[config.mk]
export PLATFORM = sky130hd
export DESIGN_NAME = dcrb_top
export DESIGN_NICKNAME = d
export VERILOG_FILES = /design/src/verilog/dcrb_pkg.sv /design/src/verilog/dcrb_chan.sv /design/src/verilog/dcrb_top.sv
export SDC_FILE = /design/constraint.sdc
export NUM_CORES = 1
export LEC_CHECK = 0
export ABC_CLOCK_PERIOD_IN_PS = 4450
export BUFFER_PORTS_ARGS = -buffer_cell sky130_fd_sc_hd__buf_2
export CAP_MARGIN = 0
export CORE_MARGIN = 4
export CORE_UTILIZATION = 55
export DETAILED_ROUTE_END_ITERATION = 16
export GPL_TIMING_DRIVEN = 0
export PLACE_DENSITY = 0.78
export SLEW_MARGIN = 20
export SYNTH_ARGS = -nofsm -noshare
export SYNTH_HDL_FRONTEND = slang
export SYNTH_SLANG_ARGS = --single-unit
[constraint.sdc]
create_clock -name clk_i -period 4.45 [get_ports clk_i]
set_clock_uncertainty 0.05 [all_clocks]
set_input_delay 0.2225 -clock clk_i [delete_from_list [all_inputs] [get_ports clk_i]]
set_output_delay 0.2225 -clock clk_i [all_outputs]
set_load 0.02 [all_outputs]
[src/verilog/dcrb_pkg.sv]
// constants shared by the two-channel synthesizer channel register bank
// assumes the serial control port logic hands over whole register words
package dcrb_pkg;
  // ---------------------------------------------------------------
  // register addresses on the serial control port
  // ---------------------------------------------------------------
  localparam logic [4:0] ADDR_CHANNEL_SELECTION = 5'h00;
  localparam logic [4:0] ADDR_CHANNEL_FUNCTION = 5'h03;
  localparam logic [4:0] ADDR_PHASE_OFFSET_WORD = 5'h05;
  localparam logic [4:0] ADDR_AMPLITUDE_CONTROL = 5'h06;
  localparam logic [4:0] ADDR_SWEEP_RAMP_RATE = 5'h07;
  localparam logic [4:0] ADDR_RISING_DELTA_WORD = 5'h08;
  localparam logic [4:0] ADDR_FALLING_DELTA_WORD = 5'h09;

  // ---------------------------------------------------------------
  // field positions and widths
  // ---------------------------------------------------------------
  localparam int CHAN_ENABLE_LSB = 6;
  localparam int CHAN_ENABLE_MSB = 7;
  localparam int CLEAR_PHASE_BIT = 1;
  localparam int PHASE_OFFSET_BITS = 14;
  localparam int AMPLITUDE_BITS = 24;
  localparam int RAMP_RATE_BITS = 16;
  localparam int DELTA_WORD_BITS = 32;
  localparam int RISING_RATE_LSB = 0;
  localparam int FALLING_RATE_LSB = 8;
  localparam int RATE_BITS = 8;

  // ---------------------------------------------------------------
  // values after master reset
  // ---------------------------------------------------------------
  localparam logic [1:0] RST_CHAN_ENABLE = 2'h3;
  localparam logic RST_CLEAR_PHASE = 1'b1;
  localparam logic [13:0] RST_PHASE_OFFSET = 14'h0000;
  localparam logic [23:0] RST_AMPLITUDE = 24'h000000;
  localparam logic [15:0] RST_RAMP_RATE = 16'h0000;
  localparam logic [31:0] RST_DELTA_WORD = 32'h00000000;

  // ---------------------------------------------------------------
  // counts
  // ---------------------------------------------------------------
  localparam int NUM_CHANNELS = 2;
  localparam int UPDATE_SYNC_STAGES = 2;
endpackage

[src/verilog/dcrb_chan.sv]
// one channel's staged and active register set
// assumes write strobe is already gated by this channel's enable bit
`timescale 1ns/1ns
`default_nettype none
module dcrb_chan (
  input wire logic clk_i,
  input wire logic sys_rst_i,
  input wire logic wr_en_i,
  input wire logic [4:0] wr_addr_i,
  input wire logic [31:0] wr_data_i,
  input wire logic update_i,
  output logic clear_phase_o,
  output logic [13:0] phase_offset_word_o,
  output logic [23:0] amplitude_control_o,
  output logic [15:0] sweep_ramp_rate_o,
  output logic [7:0] rising_ramp_rate_o,
  output logic [7:0] falling_ramp_rate_o,
  output logic [31:0] rising_delta_word_o,
  output logic [31:0] falling_delta_word_o
);
  logic clr_stage_reg;
  logic [13:0] pow_stage_reg;
  logic [23:0] acr_stage_reg;
  logic [15:0] ramp_stage_reg;
  logic [31:0] rdw_stage_reg;
  logic [31:0] fdw_stage_reg;

  function automatic logic hit(input logic [4:0] a);
    hit = wr_en_i && (wr_addr_i == a);
  endfunction

  // ---------------------------------------------------------------
  // staging buffer
  // ---------------------------------------------------------------
  // writes land here only; nothing reaches the synthesis path yet
  always_ff @(posedge clk_i) begin
    if (sys_rst_i) begin
      clr_stage_reg <= 1'b0;
      pow_stage_reg <= dcrb_pkg::RST_PHASE_OFFSET;
      acr_stage_reg <= dcrb_pkg::RST_AMPLITUDE;
      ramp_stage_reg <= dcrb_pkg::RST_RAMP_RATE;
      rdw_stage_reg <= dcrb_pkg::RST_DELTA_WORD;
      fdw_stage_reg <= dcrb_pkg::RST_DELTA_WORD;
    end else begin
      // a write in the update cycle wins over the self clear
      if (hit(dcrb_pkg::ADDR_CHANNEL_FUNCTION)) begin
        clr_stage_reg <= wr_data_i[dcrb_pkg::CLEAR_PHASE_BIT];
      end else if (update_i) begin
        clr_stage_reg <= 1'b0; // RULE4
      end
      if (hit(dcrb_pkg::ADDR_PHASE_OFFSET_WORD)) begin
        pow_stage_reg <= wr_data_i[13:0]; // RULE8
      end
      if (hit(dcrb_pkg::ADDR_AMPLITUDE_CONTROL)) begin
        acr_stage_reg <= wr_data_i[23:0]; // RULE8
      end
      if (hit(dcrb_pkg::ADDR_SWEEP_RAMP_RATE)) begin
        ramp_stage_reg <= wr_data_i[15:0]; // RULE8
      end
      if (hit(dcrb_pkg::ADDR_RISING_DELTA_WORD)) begin
        rdw_stage_reg <= wr_data_i; // RULE8
      end
      if (hit(dcrb_pkg::ADDR_FALLING_DELTA_WORD)) begin
        fdw_stage_reg <= wr_data_i; // RULE8
      end
    end
  end

  // ---------------------------------------------------------------
  // active registers
  // ---------------------------------------------------------------
  // copied only on the update strobe so all fields change together
  always_ff @(posedge clk_i) begin
    if (sys_rst_i) begin
      clear_phase_o <= dcrb_pkg::RST_CLEAR_PHASE; // RULE3
      phase_offset_word_o <= dcrb_pkg::RST_PHASE_OFFSET;
      amplitude_control_o <= dcrb_pkg::RST_AMPLITUDE;
      sweep_ramp_rate_o <= dcrb_pkg::RST_RAMP_RATE;
      rising_delta_word_o <= dcrb_pkg::RST_DELTA_WORD;
      falling_delta_word_o <= dcrb_pkg::RST_DELTA_WORD;
    end else if (update_i) begin
      clear_phase_o <= clr_stage_reg; // RULE4
      phase_offset_word_o <= pow_stage_reg; // RULE7
      amplitude_control_o <= acr_stage_reg;
      sweep_ramp_rate_o <= ramp_stage_reg;
      rising_delta_word_o <= rdw_stage_reg;
      falling_delta_word_o <= fdw_stage_reg;
    end
  end

  // rate halves of the sweep ramp word
  assign rising_ramp_rate_o = sweep_ramp_rate_o[dcrb_pkg::RISING_RATE_LSB +: 8]; // RULE5
  assign falling_ramp_rate_o = sweep_ramp_rate_o[dcrb_pkg::FALLING_RATE_LSB +: 8]; // RULE5
endmodule // dcrb_chan
`default_nettype wire

[src/verilog/dcrb_top.sv]
// channel register bank for a two-channel synthesizer
// assumes serial port logic on clk_i delivers decoded writes; update is a raw pin
`timescale 1ns/1ns
`default_nettype none
// What this block does
// (RULE1) keep two independent copies of each channel register at the same addresses
// (RULE2) a channel register write updates only channels whose enable bits 7:6 are set
// (RULE3) master reset sets the clear phase accumulator bit to one
// (RULE4) the clear phase accumulator bit returns to zero on an update strobe
// (RULE5) ramp rate register: rising rate in bits 7:0, falling rate in 15:8
// (RULE6) enable field 10 picks channel 1, 01 channel 0, 11 both
// (RULE7) enable bits act at once; every other bit waits for an update
// (RULE8) writes go to staging and are copied to active registers on update
module dcrb_top #(
  parameter int CHANNELS = dcrb_pkg::NUM_CHANNELS
) (
  input wire logic clk_i,
  input wire logic sys_rst_i,
  input wire logic wr_en_i,
  input wire logic [4:0] wr_addr_i,
  input wire logic [31:0] wr_data_i,
  input wire logic [4:0] rd_addr_i,
  output logic [31:0] rd_data_o,
  input wire logic io_update_i,
  output logic [1:0] chan_enable_o,
  output logic [CHANNELS-1:0] clear_phase_o,
  output logic [CHANNELS*14-1:0] phase_offset_word_o,
  output logic [CHANNELS*24-1:0] amplitude_control_o,
  output logic [CHANNELS*8-1:0] rising_ramp_rate_o,
  output logic [CHANNELS*8-1:0] falling_ramp_rate_o,
  output logic [CHANNELS*32-1:0] rising_delta_word_o,
  output logic [CHANNELS*32-1:0] falling_delta_word_o
);
  // ---------------------------------------------------------------
  // update pin synchroniser and edge detect
  // ---------------------------------------------------------------
  logic upd_meta_reg;
  logic upd_sync_reg;
  logic upd_last_reg;
  logic update_pulse;
  logic [1:0] csr_enable_reg;
  logic [CHANNELS-1:0] chan_wr;
  logic [15:0] ramp_word [CHANNELS];

  // the first stage is read by the second stage only
  always_ff @(posedge clk_i) begin
    if (sys_rst_i) begin
      upd_meta_reg <= 1'b0;
      upd_sync_reg <= 1'b0;
      upd_last_reg <= 1'b0;
    end else begin
      upd_meta_reg <= io_update_i;
      upd_sync_reg <= upd_meta_reg;
      upd_last_reg <= upd_sync_reg;
    end
  end
  // one pulse per rising edge, so a long strobe copies once
  assign update_pulse = upd_sync_reg && !upd_last_reg;

  // ---------------------------------------------------------------
  // channel selection register
  // ---------------------------------------------------------------
  // not staged: steering must change before the next register byte arrives
  always_ff @(posedge clk_i) begin
    if (sys_rst_i) begin
      csr_enable_reg <= dcrb_pkg::RST_CHAN_ENABLE;
    end else if (wr_en_i && wr_addr_i == dcrb_pkg::ADDR_CHANNEL_SELECTION) begin
      csr_enable_reg <= wr_data_i[dcrb_pkg::CHAN_ENABLE_MSB:dcrb_pkg::CHAN_ENABLE_LSB]; // RULE7
    end
  end
  assign chan_enable_o = csr_enable_reg;

  // ---------------------------------------------------------------
  // per-channel register copies
  // ---------------------------------------------------------------
  // bit i of the enable field steers channel i, which gives 10/01/11 decode
  genvar g;
  for (g = 0; g < CHANNELS; g++) begin : g_chan
    assign chan_wr[g] = wr_en_i && csr_enable_reg[g]; // RULE2 RULE6
    dcrb_chan u_chan ( // RULE1
      .clk_i(clk_i),
      .sys_rst_i(sys_rst_i),
      .wr_en_i(chan_wr[g]),
      .wr_addr_i(wr_addr_i),
      .wr_data_i(wr_data_i),
      .update_i(update_pulse),
      .clear_phase_o(clear_phase_o[g]),
      .phase_offset_word_o(phase_offset_word_o[g*14 +: 14]),
      .amplitude_control_o(amplitude_control_o[g*24 +: 24]),
      .sweep_ramp_rate_o(ramp_word[g]),
      .rising_ramp_rate_o(rising_ramp_rate_o[g*8 +: 8]),
      .falling_ramp_rate_o(falling_ramp_rate_o[g*8 +: 8]),
      .rising_delta_word_o(rising_delta_word_o[g*32 +: 32]),
      .falling_delta_word_o(falling_delta_word_o[g*32 +: 32])
    );
  end

  // ---------------------------------------------------------------
  // readback of active values
  // ---------------------------------------------------------------
  // with both channels enabled channel 0 is shown; enable one at a time
  always_ff @(posedge clk_i) begin
    if (sys_rst_i) begin
      rd_data_o <= 32'h00000000;
    end else begin
      automatic int c = (csr_enable_reg == 2'h2) ? 1 : 0;
      case (rd_addr_i)
        dcrb_pkg::ADDR_CHANNEL_SELECTION: rd_data_o <= {24'h000000, csr_enable_reg, 6'h00};
        dcrb_pkg::ADDR_CHANNEL_FUNCTION: rd_data_o <= {30'h00000000, clear_phase_o[c], 1'b0};
        dcrb_pkg::ADDR_PHASE_OFFSET_WORD: rd_data_o <= {18'h00000, phase_offset_word_o[c*14 +: 14]};
        dcrb_pkg::ADDR_AMPLITUDE_CONTROL: rd_data_o <= {8'h00, amplitude_control_o[c*24 +: 24]};
        dcrb_pkg::ADDR_SWEEP_RAMP_RATE: rd_data_o <= {16'h0000, ramp_word[c]};
        dcrb_pkg::ADDR_RISING_DELTA_WORD: rd_data_o <= rising_delta_word_o[c*32 +: 32];
        dcrb_pkg::ADDR_FALLING_DELTA_WORD: rd_data_o <= falling_delta_word_o[c*32 +: 32];
        default: rd_data_o <= 32'h00000000;
      endcase
    end
  end
endmodule // dcrb_top
`default_nettype wire

==> results.cfg <==
[drt]
via_per_inst = 5.74
first_pass_iters = 7
remaining_drc_errors = 0
wl_um = 73600
wl_per_cell_um = 22.2
num_vias = 19000
postRouteAntennaNets = 0
drtIter0Drc = 2002

[critical_path]
worstPathCellList = nand2b_1 > clkbuf_1 > clkbuf_1 > clkbuf_1 > nand2_1 > a21oi_1
cpMaxStageDelayCell = clkbuf_1
cp-start-kind = register
critPathArrivalTime_ns = 2.88
crit_path_frequent_cell = clkbuf_1
path_max_fanout = 10
worstSetupEndpointType = register
crit_type = register to register
max_stage_delay_ns = 0.76
crit_buf_inv = 3
crit_required_ns = 4.91
cp_top_family = buffers and inverters

[sta]
worst_slew_pin_slew_ns = 1.16
setup-tns-final_ns = 0
period_share_pct = 54.4
slew_headroom_pct = 22.9
fmax_ghz = 0.413
setup_ws_ns = 2.03
finalMaxSlewViolations = 0
setup_viol = 0
rsz0062_at_grt = no
final.min_clock_period_ns = 2.42
finalHoldViolations = 0

[grt]
antenna_found_initial = 0
grt_start_max_net_pins = 15
grt_pass1_wl_um = 108000
gr-usage-all-layers_pct = 36.8
grt_overflow = 0
grt_pass1_vias = 18000

[power]
power_leakage_uw = 0.00907
p_per_area_mw_per_mm2 = 408
max-vdd-ir-drop_mv = 0.326

[placed_design]
portBuffers = 302
gp_congestion = 0.972
placed_area_mm2 = 0.0214
hpwl_um = 53900
post-place-ws_ns = 2.06
dp.cells = 3193

[synth]
yosysWarnings = 0
synth_edf_count = 0
synth.area.top_cells = dfxtp_1 (53%), nand2_1 (20%), a21oi_1 (13%)
ys.flop_type = dfxtp_1
synth_seq_area_share_pct = 53.1
postSynthAreaPerCell_um2 = 7.95
ys_types = 43
syn_nets = 2482
syn_area_mm2 = 0.0194
ys_ff_latch = 513
synth_top_area_share_pct = 53.1
ys_async_sr_fraction_pct = 0
syn_inst = 2436
yosysTopAreaCell = dfxtp_1

[clocking]
path_clk_slew_ns = 0.06
clk_path_buf_depth = 3
cts_buffers = 51
cts_setup_buffers = 0
cts_root_buf = clkbuf_16
cts.sinks = 513
htreeDepth = 2
clk_latency_ns = 0.59
cts_tree = done

[finish]
fin_area_mm2 = 0.0234
syn_to_final_growth_pct = 21.0
final_cell_mix = nand2_1 (1009), dfxtp_1 (513), a21oi_1 (489)
nets = 2859
final_common_cell = nand2_1
fin_cells = 3308
drive_above_1_share_pct = 17.4
fill_cells = 2889
n_antenna_cell = 0

[floorplanning]
core_area_mm2 = 0.0346
die-height_um = 196
pin_count = 318
rows = 68
die_x_um = 196
start_util_pct = 55.9
die-area_mm2 = 0.0383

[run]
drv_cap = 0

[worst_hold_path]
min_path_type = input pin to register

[outcome]
status = finished clean
## logic make-up (layout without fill, tap and decap cells)
logic type | count (synthesis) | count (layout) | synth area share (%)
compound gates | 523 | 523 | 13.7
buf+inv | 207 | 624 | 4.73
flops | 513 | 513 | 53.1
mux | 75 | 75 | 5.86
simple gates | 1118 | 1118 | 22.7
## synthesized netlist by cell type, types with 3 or more instances
library cell,n
clkbuf_2,3
nand2_1,1009
mux4_2,29
nand3_1,11
mux2i_1,41
dfxtp_1,513
mux2_2,4
buf_2,48
buf_4,10
nand2b_1,5
clkbuf_1,136
nor3_1,13
a21oi_1,489
nor2_1,39
and3_1,6
buf_6,5
o211ai_1,3
and2_1,11
o21ai_0,24
buf_1,3
nor2b_1,6
## repair_timing
action | 4_1_cts | 5_1_grt
gates resized for setup | 0 | 0
hold buffers | 22 | 0
setup endpoints to repair | 0 | 0
endpoints found under the hold margin | 101 | 0
## per-layer routing
| layer | vias to the layer above | GRT usage, % | wire length [µm] |
|---|---|---|---|
| li1 | 8679 | - | - |
| met1 | 8898 | 47.0 | 27500 |
| met2 | 1202 | 58.8 | 33200 |
| met5 | - | 0 | 0 |
| met4 | 0 | 19.8 | 4470 |
| met3 | 218 | 7.61 | 8380 |
## tightest hold or removal path, cell delays in order
cell	delay (ns)
buf_2	0.08
nor2b_1	0.07
nand3_1	0.14
a211o_1	0.13
## metrics by stage
step | hold slack, ns | util, % | power [µW]
after floorplan | 0.301 | - | 4920
after global placement | 0.374 | 61.9 | 5090
after detailed placement | 0.373 | 61.9 | 5100
after CTS | 0.000125 | 67.7 | 9550
after global routing | 0.0696 | 67.7 | 9760
final | 0.0233 | 67.7 | 9570
## power by group
group	total, µW	internal, µW	switching [µW]
clock network	4540	2690	1860
logic	405	86.6	318
registers	4620	4610	12.2
## layout make-up
cell class | count | area [µm²] | share of cell area (%)
buffer | 205 | 908 | 3.88
clock buffer | 69 | 1480 | 6.33
clock inverter | 24 | 289 | 1.23
inverter | 2 | 7.51 | 0.0320
multi-input combinational | 1716 | 8170 | 34.9
sequential | 513 | 10300 | 43.8
tap | 455 | 569 | 2.43
timing repair buffer | 324 | 1730 | 7.39
## final timing paths
kind	start	slack (ns)	end	depth (start not counted)
worst min-delay path	wr_addr_i[4]	0.02	chan_enable_o[0]	4
worst min register to register	upd_meta_reg	0.39	upd_sync_reg	1
worst max-delay path	upd_last_reg	2.03	g_chan[1].u_chan.phase_offset_word_o[1]	6
worst max register to register	upd_last_reg	2.03	g_chan[1].u_chan.phase_offset_word_o[1]	6
Note: power is estimated with default switching activity, not from simulation.
